--- src/wdtps_pkg.sv ---
package wdtps_pkg;
    localparam int unsigned CLK_HZ = 20_000_000;
    localparam int unsigned BASE_PERIOD_US = 18_000;
    localparam int unsigned BASE_CYCLES = BASE_PERIOD_US * (CLK_HZ / 1_000_000);
    // register index; byte address is four times the index
    localparam logic [9:0] IDX_TIMER_SETUP = 10'h081;
    localparam logic [11:0] ADDR_TIMER_SETUP = {IDX_TIMER_SETUP, 2'b00};
    localparam logic [11:0] ADDR_STATUS = 12'h0_100;
    localparam logic [11:0] ADDR_CONTROL = 12'h0_104;
    localparam logic [7:0] TIMER_SETUP_RESET = 8'hff;
    localparam int unsigned TARGET_SEL_BIT = 3;
    localparam int unsigned PS_LSB = 0;
    localparam int unsigned PS_W = 3;
    localparam int unsigned CTRL_KICK_BIT = 0;
    localparam int unsigned CTRL_SLEEP_BIT = 1;
    localparam int unsigned CTRL_WAKE_BIT = 2;
    localparam int unsigned ST_EXPIRED_N_BIT = 0;
    localparam int unsigned ST_SLEEP_BIT = 1;
    localparam int unsigned ST_FUSE_BIT = 2;
    localparam logic [1:0] RESP_OKAY = 2'h0;
    localparam logic [1:0] RESP_SLVERR = 2'h2;
endpackage : wdtps_pkg

--- src/wdtps_tick.sv ---
`timescale 1ns/1ps
// base-period tick source standing in for the separate watchdog oscillator
module wdtps_tick #(
    parameter int unsigned PERIOD = 360000
) (
    input wire logic clk,
    input wire logic nrst,
    input wire logic clr,
    output logic tick
);
    typedef struct packed {
        logic [31:0] cnt;
        logic tick;
    } wdtps_tick_st_t;
    wdtps_tick_st_t s_r, s_nxt;
    always_comb begin
        s_nxt = s_r;
        s_nxt.tick = 1'b0;
        if (clr) begin
            s_nxt.cnt = '0;
        end else if (s_r.cnt >= PERIOD - 1) begin
            s_nxt.cnt = '0;
            s_nxt.tick = 1'b1;
        end else begin
            s_nxt.cnt = s_r.cnt + 32'h0000_0001;
        end
    end
    always_ff @(posedge clk or negedge nrst) begin
        if (!nrst) begin
            s_r <= '0;
        end else begin
            s_r <= s_nxt;
        end
    end
    assign tick = s_r.tick;
endmodule : wdtps_tick

--- src/wdtps_top.sv ---
// The AXI4-Lite interface to the registers was decided locally.
`timescale 1ns/1ps
module wdtps_top
    import wdtps_pkg::*;
#(
    parameter int unsigned BASE_PERIOD = wdtps_pkg::BASE_CYCLES
) (
    input wire logic clk,
    input wire logic nrst,
    input wire logic watchdog_fuse_on,
    input wire logic kick_instruction,
    input wire logic sleep_instruction,
    input wire logic [11:0] s_axi_awaddr,
    input wire logic s_axi_awvalid,
    output logic s_axi_awready,
    input wire logic [31:0] s_axi_wdata,
    input wire logic [3:0] s_axi_wstrb,
    input wire logic s_axi_wvalid,
    output logic s_axi_wready,
    output logic [1:0] s_axi_bresp,
    output logic s_axi_bvalid,
    input wire logic s_axi_bready,
    input wire logic [11:0] s_axi_araddr,
    input wire logic s_axi_arvalid,
    output logic s_axi_arready,
    output logic [31:0] s_axi_rdata,
    output logic [1:0] s_axi_rresp,
    output logic s_axi_rvalid,
    input wire logic s_axi_rready,
    output logic device_reset,
    output logic wake,
    output logic sleeping,
    output logic watchdog_expired_n
);
    import wdtps_pkg::*;
    typedef struct packed {
        logic [1:0] fuse_sync;
        logic [1:0] kick_sync;
        logic [1:0] sleep_sync;
        logic [7:0] timer_setup;
        logic [6:0] pre;
        logic aw_got;
        logic w_got;
        logic [11:0] awaddr;
        logic [31:0] wdata;
        logic wstrb_lo;
        logic bvalid;
        logic [1:0] bresp;
        logic rvalid;
        logic [31:0] rdata;
        logic [1:0] rresp;
        logic sleeping;
        logic expired_n;
        logic dev_reset;
        logic wake;
    } wdtps_st_t;
    wdtps_st_t s_r, s_nxt;
    logic base_tick;
    logic kick_any;
    logic sleep_any;
    logic wr_go;
    logic [7:0] ratio_max;
    logic expire;
    always_comb begin
        s_nxt = s_r;
        s_nxt.fuse_sync = {s_r.fuse_sync[0], watchdog_fuse_on};
        s_nxt.kick_sync = {s_r.kick_sync[0], kick_instruction};
        s_nxt.sleep_sync = {s_r.sleep_sync[0], sleep_instruction};
        s_nxt.dev_reset = 1'b0;
        s_nxt.wake = 1'b0;
        kick_any = s_r.kick_sync[1];
        sleep_any = s_r.sleep_sync[1];
        wr_go = s_r.aw_got && s_r.w_got && !s_r.bvalid;
        if (wr_go && s_r.awaddr == ADDR_CONTROL && s_r.wdata[CTRL_KICK_BIT]) begin
            kick_any = 1'b1;
        end
        if (wr_go && s_r.awaddr == ADDR_CONTROL && s_r.wdata[CTRL_SLEEP_BIT]) begin
            sleep_any = 1'b1;
        end
        // ratio 1:1 when unassigned or bits zero
        ratio_max = 8'h00;
        if (s_r.timer_setup[TARGET_SEL_BIT]) begin
            ratio_max = 8'((16'h0001 << s_r.timer_setup[PS_LSB +: PS_W]) - 16'h0001);
        end
        expire = 1'b0;
        if (kick_any || sleep_any) begin
            s_nxt.pre = '0;
        end else if (base_tick && s_r.fuse_sync[1]) begin
            if ({1'b0, s_r.pre} >= ratio_max) begin
                s_nxt.pre = '0;
                expire = 1'b1;
            end else begin
                s_nxt.pre = s_r.pre + 7'h01;
            end
        end
        if (sleep_any) begin
            s_nxt.sleeping = 1'b1;
        end
        if (wr_go && s_r.awaddr == ADDR_CONTROL && s_r.wdata[CTRL_WAKE_BIT]) begin
            s_nxt.sleeping = 1'b0;
        end
        // a same-cycle kick blocks expiry, so the flag restore wins
        if (kick_any) begin
            s_nxt.expired_n = 1'b1;
        end
        if (expire) begin
            s_nxt.expired_n = 1'b0;
            if (s_r.sleeping) begin
                s_nxt.wake = 1'b1;
                s_nxt.sleeping = 1'b0;
            end else begin
                s_nxt.dev_reset = 1'b1;
            end
        end
        if (s_axi_awvalid && !s_r.aw_got) begin
            s_nxt.aw_got = 1'b1;
            s_nxt.awaddr = s_axi_awaddr;
        end
        if (s_axi_wvalid && !s_r.w_got) begin
            s_nxt.w_got = 1'b1;
            s_nxt.wdata = s_axi_wdata;
            s_nxt.wstrb_lo = s_axi_wstrb[0];
        end
        if (wr_go) begin
            s_nxt.bvalid = 1'b1;
            s_nxt.aw_got = 1'b0;
            s_nxt.w_got = 1'b0;
            s_nxt.bresp = RESP_OKAY;
            if (s_r.awaddr == ADDR_TIMER_SETUP) begin
                // only byte lane 0 carries the register
                if (s_r.wstrb_lo) begin
                    s_nxt.timer_setup = s_r.wdata[7:0];
                end
            end else if (s_r.awaddr != ADDR_CONTROL) begin
                s_nxt.bresp = RESP_SLVERR;
            end
        end
        if (s_r.bvalid && s_axi_bready) begin
            s_nxt.bvalid = 1'b0;
        end
        if (s_axi_arvalid && !s_r.rvalid) begin
            s_nxt.rvalid = 1'b1;
            s_nxt.rresp = RESP_OKAY;
            s_nxt.rdata = '0;
            case (s_axi_araddr)
                ADDR_TIMER_SETUP: s_nxt.rdata[7:0] = s_r.timer_setup;
                ADDR_STATUS: begin
                    s_nxt.rdata[ST_EXPIRED_N_BIT] = s_r.expired_n;
                    s_nxt.rdata[ST_SLEEP_BIT] = s_r.sleeping;
                    s_nxt.rdata[ST_FUSE_BIT] = s_r.fuse_sync[1];
                end
                ADDR_CONTROL: s_nxt.rdata = '0;
                default: s_nxt.rresp = RESP_SLVERR;
            endcase
        end else if (s_r.rvalid && s_axi_rready) begin
            s_nxt.rvalid = 1'b0;
        end
    end
    always_ff @(posedge clk or negedge nrst) begin
        if (!nrst) begin
            s_r <= '0;
            s_r.timer_setup <= TIMER_SETUP_RESET;
            s_r.expired_n <= 1'b1;
        end else begin
            s_r <= s_nxt;
        end
    end
    // kicks also restart the base divider so a full period follows
    wdtps_tick #(
        .PERIOD(BASE_PERIOD)
    ) u_tick (
        .clk(clk),
        .nrst(nrst),
        .clr(kick_any || sleep_any),
        .tick(base_tick)
    );
    assign s_axi_awready = !s_r.aw_got;
    assign s_axi_wready = !s_r.w_got;
    assign s_axi_bvalid = s_r.bvalid;
    assign s_axi_bresp = s_r.bresp;
    assign s_axi_arready = !s_r.rvalid;
    assign s_axi_rvalid = s_r.rvalid;
    assign s_axi_rdata = s_r.rdata;
    assign s_axi_rresp = s_r.rresp;
    assign device_reset = s_r.dev_reset;
    assign wake = s_r.wake;
    assign sleeping = s_r.sleeping;
    assign watchdog_expired_n = s_r.expired_n;

    property p_reset_awake;
        @(posedge clk) disable iff (!nrst)
        (expire && !s_r.sleeping) |=> (device_reset && !wake);
    endproperty
    a_reset_awake: assert property (p_reset_awake) else $error("no reset on expiry");
    property p_wake_sleep;
        @(posedge clk) disable iff (!nrst)
        (expire && s_r.sleeping) |=> (wake && !device_reset && !sleeping);
    endproperty
    a_wake_sleep: assert property (p_wake_sleep) else $error("no wake on expiry");
    property p_fuse_off;
        @(posedge clk) disable iff (!nrst)
        !s_r.fuse_sync[1] |-> !expire;
    endproperty
    a_fuse_off: assert property (p_fuse_off) else $error("expiry with fuse off");
    property p_flag_clear;
        @(posedge clk) disable iff (!nrst)
        expire |=> !watchdog_expired_n;
    endproperty
    a_flag_clear: assert property (p_flag_clear) else $error("flag not cleared");
    property p_kick_clears;
        @(posedge clk) disable iff (!nrst)
        (kick_any || sleep_any) |=> (s_r.pre == 7'h00 && !expire);
    endproperty
    a_kick_clears: assert property (p_kick_clears) else $error("kick did not clear");
    property p_unassigned;
        @(posedge clk) disable iff (!nrst)
        (!s_r.timer_setup[TARGET_SEL_BIT] && base_tick && s_r.fuse_sync[1] && !kick_any && !sleep_any)
            |-> expire;
    endproperty
    a_unassigned: assert property (p_unassigned) else $error("base tick missed");
    property p_ratio;
        @(posedge clk) disable iff (!nrst)
        expire |-> ({1'b0, s_r.pre} == ratio_max);
    endproperty
    a_ratio: assert property (p_ratio) else $error("ratio mismatch");
    property p_pre_bound;
        @(posedge clk) disable iff (!nrst)
        s_r.timer_setup[TARGET_SEL_BIT] |-> ({1'b0, s_r.pre} <= ratio_max || $changed(s_r.timer_setup));
    endproperty
    a_pre_bound: assert property (p_pre_bound) else $error("prescaler overrun");
endmodule : wdtps_top

--- config.mk ---
export PLATFORM = sky130hd
export DESIGN_NAME = wdtps_top
export DESIGN_NICKNAME = d
export VERILOG_FILES = /design/src/wdtps_pkg.sv /design/src/wdtps_tick.sv /design/src/wdtps_top.sv
export SDC_FILE = /design/constraint.sdc
export NUM_CORES = 1
export LEC_CHECK = 0
export ABC_AREA = 1
export BUFFER_PORTS_ARGS = -buffer_cell sky130_fd_sc_hd__buf_4
export CAP_MARGIN = 5
export CORE_ASPECT_RATIO = 0.9
export CORE_UTILIZATION = 53
export CTS_CLUSTER_SIZE = 40
export DETAILED_ROUTE_END_ITERATION = 6
export MAX_ROUTING_LAYER = met4
export PLACE_DENSITY = 0.8
export REMOVE_ABC_BUFFERS = 1
export SLEW_MARGIN = 10
export SYNTH_ARGS = -nofsm -noshare
export SYNTH_HDL_FRONTEND = slang
export SYNTH_HIERARCHICAL = 1
export SYNTH_SLANG_ARGS = --single-unit
--- constraint.sdc ---
create_clock -name clk -period 3.36 [get_ports clk]
set_clock_uncertainty 0.2 [all_clocks]
set_input_delay 0.672 -clock clk [delete_from_list [all_inputs] [get_ports clk]]
set_output_delay 0.672 -clock clk [all_outputs]
set_load 0.02 [all_outputs]
Word-level counts from Yosys, hierarchy flattened
Cells that the tools add are included.
{"block": "totals", "input_bits": 70, "reg_bits": 95}
{"block": "classes", "n_mux": 32, "addsub": 3, "n_reduce_logical": 25, "n_shift": 1, "eq_ne": 6, "magnitude_cmp": 2}
{"op": "$mux W32", "n": 2}
{"op": "$eq A12 B9 Y1 const B", "n": 3}
{"op": "$add A32 B1 Y32 const B", "n": 1}
{"op": "$ge A32 B19 Y1 const B", "n": 1}
{"op": "$eq A12 B10 Y1 const B", "n": 2}
{"op": "$mux W7", "n": 3}
{"op": "$mux W1", "n": 18}
{"op": "$logic_and A1 B1 Y1", "n": 12}
{"op": "$ne A12 B9 Y1 const B", "n": 1}
{"op": "$reduce_bool A2 Y1", "n": 6}
{"op": "$ge A7 B8 Y1", "n": 1}
{"op": "$mux W2", "n": 4}
{"op": "$mux W8", "n": 1}
{"op": "$shl A1 B3 Y8 const A", "n": 1}
{"op": "$sub A8 B1 Y8 const B", "n": 1}
{"op": "$add A7 B1 Y7 const B", "n": 1}
{"op": "$pmux W3 S2", "n": 1}
{"op": "$mux W5", "n": 1}
{"op": "$logic_not A1 Y1", "n": 4}
{"op": "$mux W4", "n": 1}
{"op": "$mux W3", "n": 1}
{"op": "$reduce_and A3 Y1", "n": 1}
{"op": "$reduce_or A3 Y1", "n": 1}
{"op": "$logic_or A1 B1 Y1", "n": 1}

Longest topological paths before layout
{"block": "depth", "ltp_word": 9, "ltp_mapped": 15, "depth_no_buf": 15}

Hierarchy
Netlist, hierarchy kept.
{"module": "wdtps_top", "n_inst": 1, "cells_each": 336, "area_per_inst_um2": 3108.0, "seq_area_each_um2": 1512.7}
{"module": "wdtps_tick", "n_inst": 1, "cells_each": 154, "area_per_inst_um2": 1488.9, "seq_area_each_um2": 825.8}

Worst setup path after synthesis
OpenSTA, ideal clock, no wires.
{"block": "synth_timing", "path_kind": "reg-to-reg", "start": "register s_r[98] (netlist bit)", "end": "register s_r (netlist bit sleeping)", "path_stages_with_launch": 15, "t_arrival_ps": 2140, "slack_ps": 899, "setup_ps": 121, "path_buffers": 0, "path_cell_list": "dfstp_2 inv_1 nand3_1 ha_1 a21boi_0 inv_1 o21bai_1 nand3_1 ha_1 and3_1 nand2_1 a21oi_1 nand2_4 inv_2 nor2_2"}
{"element": "from (decl)", "line": "wdtps_top.sv:57", "rtl": "wdtps_st_t s_r, s_nxt;"}
{"element": "from (signal assigned)", "line": "wdtps_top.sv:165", "rtl": "s_r <= s_nxt;"}

Worst setup path after layout
{"block": "layout_timing", "start": "register s_r[97] (netlist bit)", "end": "register s_r[95] (netlist bit)"}
{"block": "layout_via", "elab_chain_len": 7}
{"element": "$shl A1 B3 Y8", "line": "wdtps_top.sv:83", "rtl": "ratio_max = 8'((16'h0001 << s_r.timer_setup[PS_LSB +: PS_W]) - 16'h0001);"}
{"element": "$sub A8 B1 Y8", "line": "wdtps_top.sv:83"}
{"element": "$mux W8", "line": "wdtps_top.sv:82", "rtl": "if (s_r.timer_setup[TARGET_SEL_BIT]) begin"}
{"element": "$ge A7 B8 Y1", "line": "wdtps_top.sv:89", "rtl": "if ({1'b0, s_r.pre} >= ratio_max) begin"}
{"element": "$mux W7", "line": "wdtps_top.sv:89"}
{"element": "$mux W7", "line": "wdtps_top.sv:88", "rtl": "end else if (base_tick && s_r.fuse_sync[1]) begin"}
{"element": "$mux W7", "line": "wdtps_top.sv:86", "rtl": "if (kick_any || sleep_any) begin"}
Every way passes these cells. The select of a mux whose other input is x is not followed.
A chain may end at the register's enable or synchronous reset.

==> impl_results.md <==
- Worst-path maximum fanout: 6
- CTS clock-pin slew for the worst setup and hold paths: 100 ps
- First-pass GRT wire length: 13,800 um
- Area growth syn-to-layout: 14.0%
- Starting DRT DRC Count: 151
- Max_slew headroom: 0.522
- Final setup viols: 0
- Synthesized flop and latch total: 93
- Cell accounting for the most synthesized area: dfrtp_1
- Period minus WS final: 2740 ps
- Clock buffer depth: 2
- Slew Limit Fails: 0
- Synth async-reset ratio: 1.00
- Routability congestion estimate: 0.858
- Worst-Margin Slew: 716 ps
- Remaining antenna violation count: 0
- Routed WL per cell: 11.3 um
- Synthesized instance count: 490
- Synth top area share: 0.457
- Fmax achieved: 365 MHz
- Fraction of final layout cells sized beyond drive strength 1: 0.257
- Sequential share of the synthesized area: 0.509
- Clock sinks: 93
- Initial Util: 0.559
- Clock Latency Late Sink: 350 ps
- H-tree Lvls: 3
- Critical Path Source Type: flip-flop
- Total global routing overflow: 0
- DP Wirelength: 5810 um
- CP required: 3440 ps
- Die area: 9050 um^2
- Hold Path Origin: s_nxt[107]
- Die Width: 100 um
- Final nets: 639
- P_leak: 0.00253 uW
- Unique cell type count in the Yosys netlist: 40
- Filler cells: 697
- N_diodes: 0
- Post-Syn Area per Cell: 9.38 um^2
- Io pins: 115
- RR Startpoint: s_r[97]
- Reg2reg path depth: 14
- Die Ht: 90.4 um
- R2r setup slk: 620 ps
- TritonCTS buffer count: 9
- Vias: 3,227
- Post-CTS Setup Bufs: 0
- CTS tree: built
- Hold Crit Depth: 0
- Crit. Startpoint: s_r[97]
- Tcrit/Tclk final: 0.815
- Number of port buffers: 61
- Initial antenna violation count: 0
- Maxcap violations: 0
- Post-synth EDFFs: 0
- DRT Pass-1 Iters: 4
- Most common cell in the netlist: dfrtp_1
- DRC: 0
- Root buffer cell: clkbuf_8
- Vias per inst: 4.75
- Vias in the first global route: 3,241
- Hold path endpoint: s_r[107]
- Top cells by area, synth: dfrtp_1 46%, nand2_1 6.5%, buf_4 5.9%
- Critical Path AT: 2820 ps
- Top FF cell, synth: dfrtp_1
- YS warnings: 6
- Worst min path class: flip-flop to flip-flop
- Worst setup path class: flip-flop to flip-flop
- Number of gates resized after CTS: 0
- Final Util: 0.638
- Final Hold Fails: 0
- Setup TNS: 0 ps
- Run status: completed
- Crit end category: flip-flop
- Largest net degree at the start of global routing: 58
- Post-Syn Area: 4600 um^2
- All-layer global routing usage: 0.195
- RSZ-0062 raised after global routing: false
- Final wirelength: 7690 um
- Peak VDD IR: 0.000339 V
- Core area: 8220 um^2
- Num rows: 31
- Reg-to-Reg End: s_r[95]
- Post-synth top cells: 84 x dfrtp_1, 80 x nand2_1, 58 x nor2_1
- Number of hold buffers added after cts: 0
- Pwr dens: 495 nW/um^2
per-layer routing:
layer	GRT usage	part of all wire	vias to the layer above
met4	0.0688	0.011	0
li1	-	-	1621
met1	0.243	0.46	1518
met2	0.319	0.49	82
met3	0.0341	0.042	6
met5	-	0	-
where the power goes:
group / internal (uW) / switching, uW
sequential: 1280 / 79.7
combinational: 193 / 291
clock: 352 / 398
critical path, stage by stage, from the launching register on:
cell and delay [ps]:
dfstp_2 600, inv_1 90, nand3_1 90, ha_1 200
a21boi_0 190, inv_1 90, a21oi_1 120, o21ai_0 110
ha_1 190, a21o_1 170, a21oi_1 170, nand2_1 110
nand2_1 140, nand2_1 90, nor2_1 110
placed cells by master, fill, tap and decap left out, types with 11 or more instances in the layout:
cell / netlist / routed
mux2_2: 11 / 11
a21oi_1: 21 / 21
o21ai_0: 16 / 16
inv_1: 44 / 44
conb_1: 2 / 39
nand3_1: 23 / 23
buf_4: 36 / 61
nand2_1: 80 / 80
xor2_1: 16 / 16
dfrtp_1: 84 / 84
nor2_1: 58 / 58
nor2_2: 16 / 16
worst max path at each step:
stage / depth (start not counted) / to
floorplan: 14 / sleeping
global placement: 14 / s_r[95]
detailed placement: 14 / s_r[95]
CTS: 14 / s_r[95]
global route: 14 / s_r[95]
finish: 14 / s_r[95]
final cells by class:
type	instances	area, um^2	share of cell area
multi-input cells	345	1900	0.363
inverters	48	180	0.0344
well taps	115	144	0.0274
flip-flops and latches	93	2340	0.446
repair buffers	62	478	0.0912
clock inverters	6	72.6	0.0138
clock buffers	10	128	0.0243
cells by family after synthesis:
logic type,Yosys count,synth area share
AO/OA/AOI/OAI,54,0.0683
XOR/XNOR,19,0.0362
adder cells (fa/ha/maj),10,0.0272
buffers and inverters,89,0.108
flip-flops,93,0.509
multiplexers,11,0.0269
other,2,0.00163
AND/OR/NAND/NOR,212,0.223
state kept, by name (all words and copies together) (netlist names):
name and count:
device_reset 1, s_axi_rvalid 1, s_axi_bvalid 1, u_tick/tick 1, s_r 41, s_axi_rresp 1
sleeping 1, watchdog_expired_n 1, s_axi_rdata 8, s_axi_bresp 1, u_tick/s_r 32, wake 1
s_nxt 3
through the flow:
step	std cells	worst slack, ps	hold slack [ps]	power (uW)	cell area [um^2]
3_3_place_gp	663	755	136	1840	5040
4_1_cts	679	629	157	2620	5240
6_report	679	623	156	2590	5240
2_1_floorplan	486	899	131	1700	4420
5_1_grt	679	278	170	2750	5240
3_5_place_dp	663	626	138	1880	5040
(Power assumes the default switching activity.)
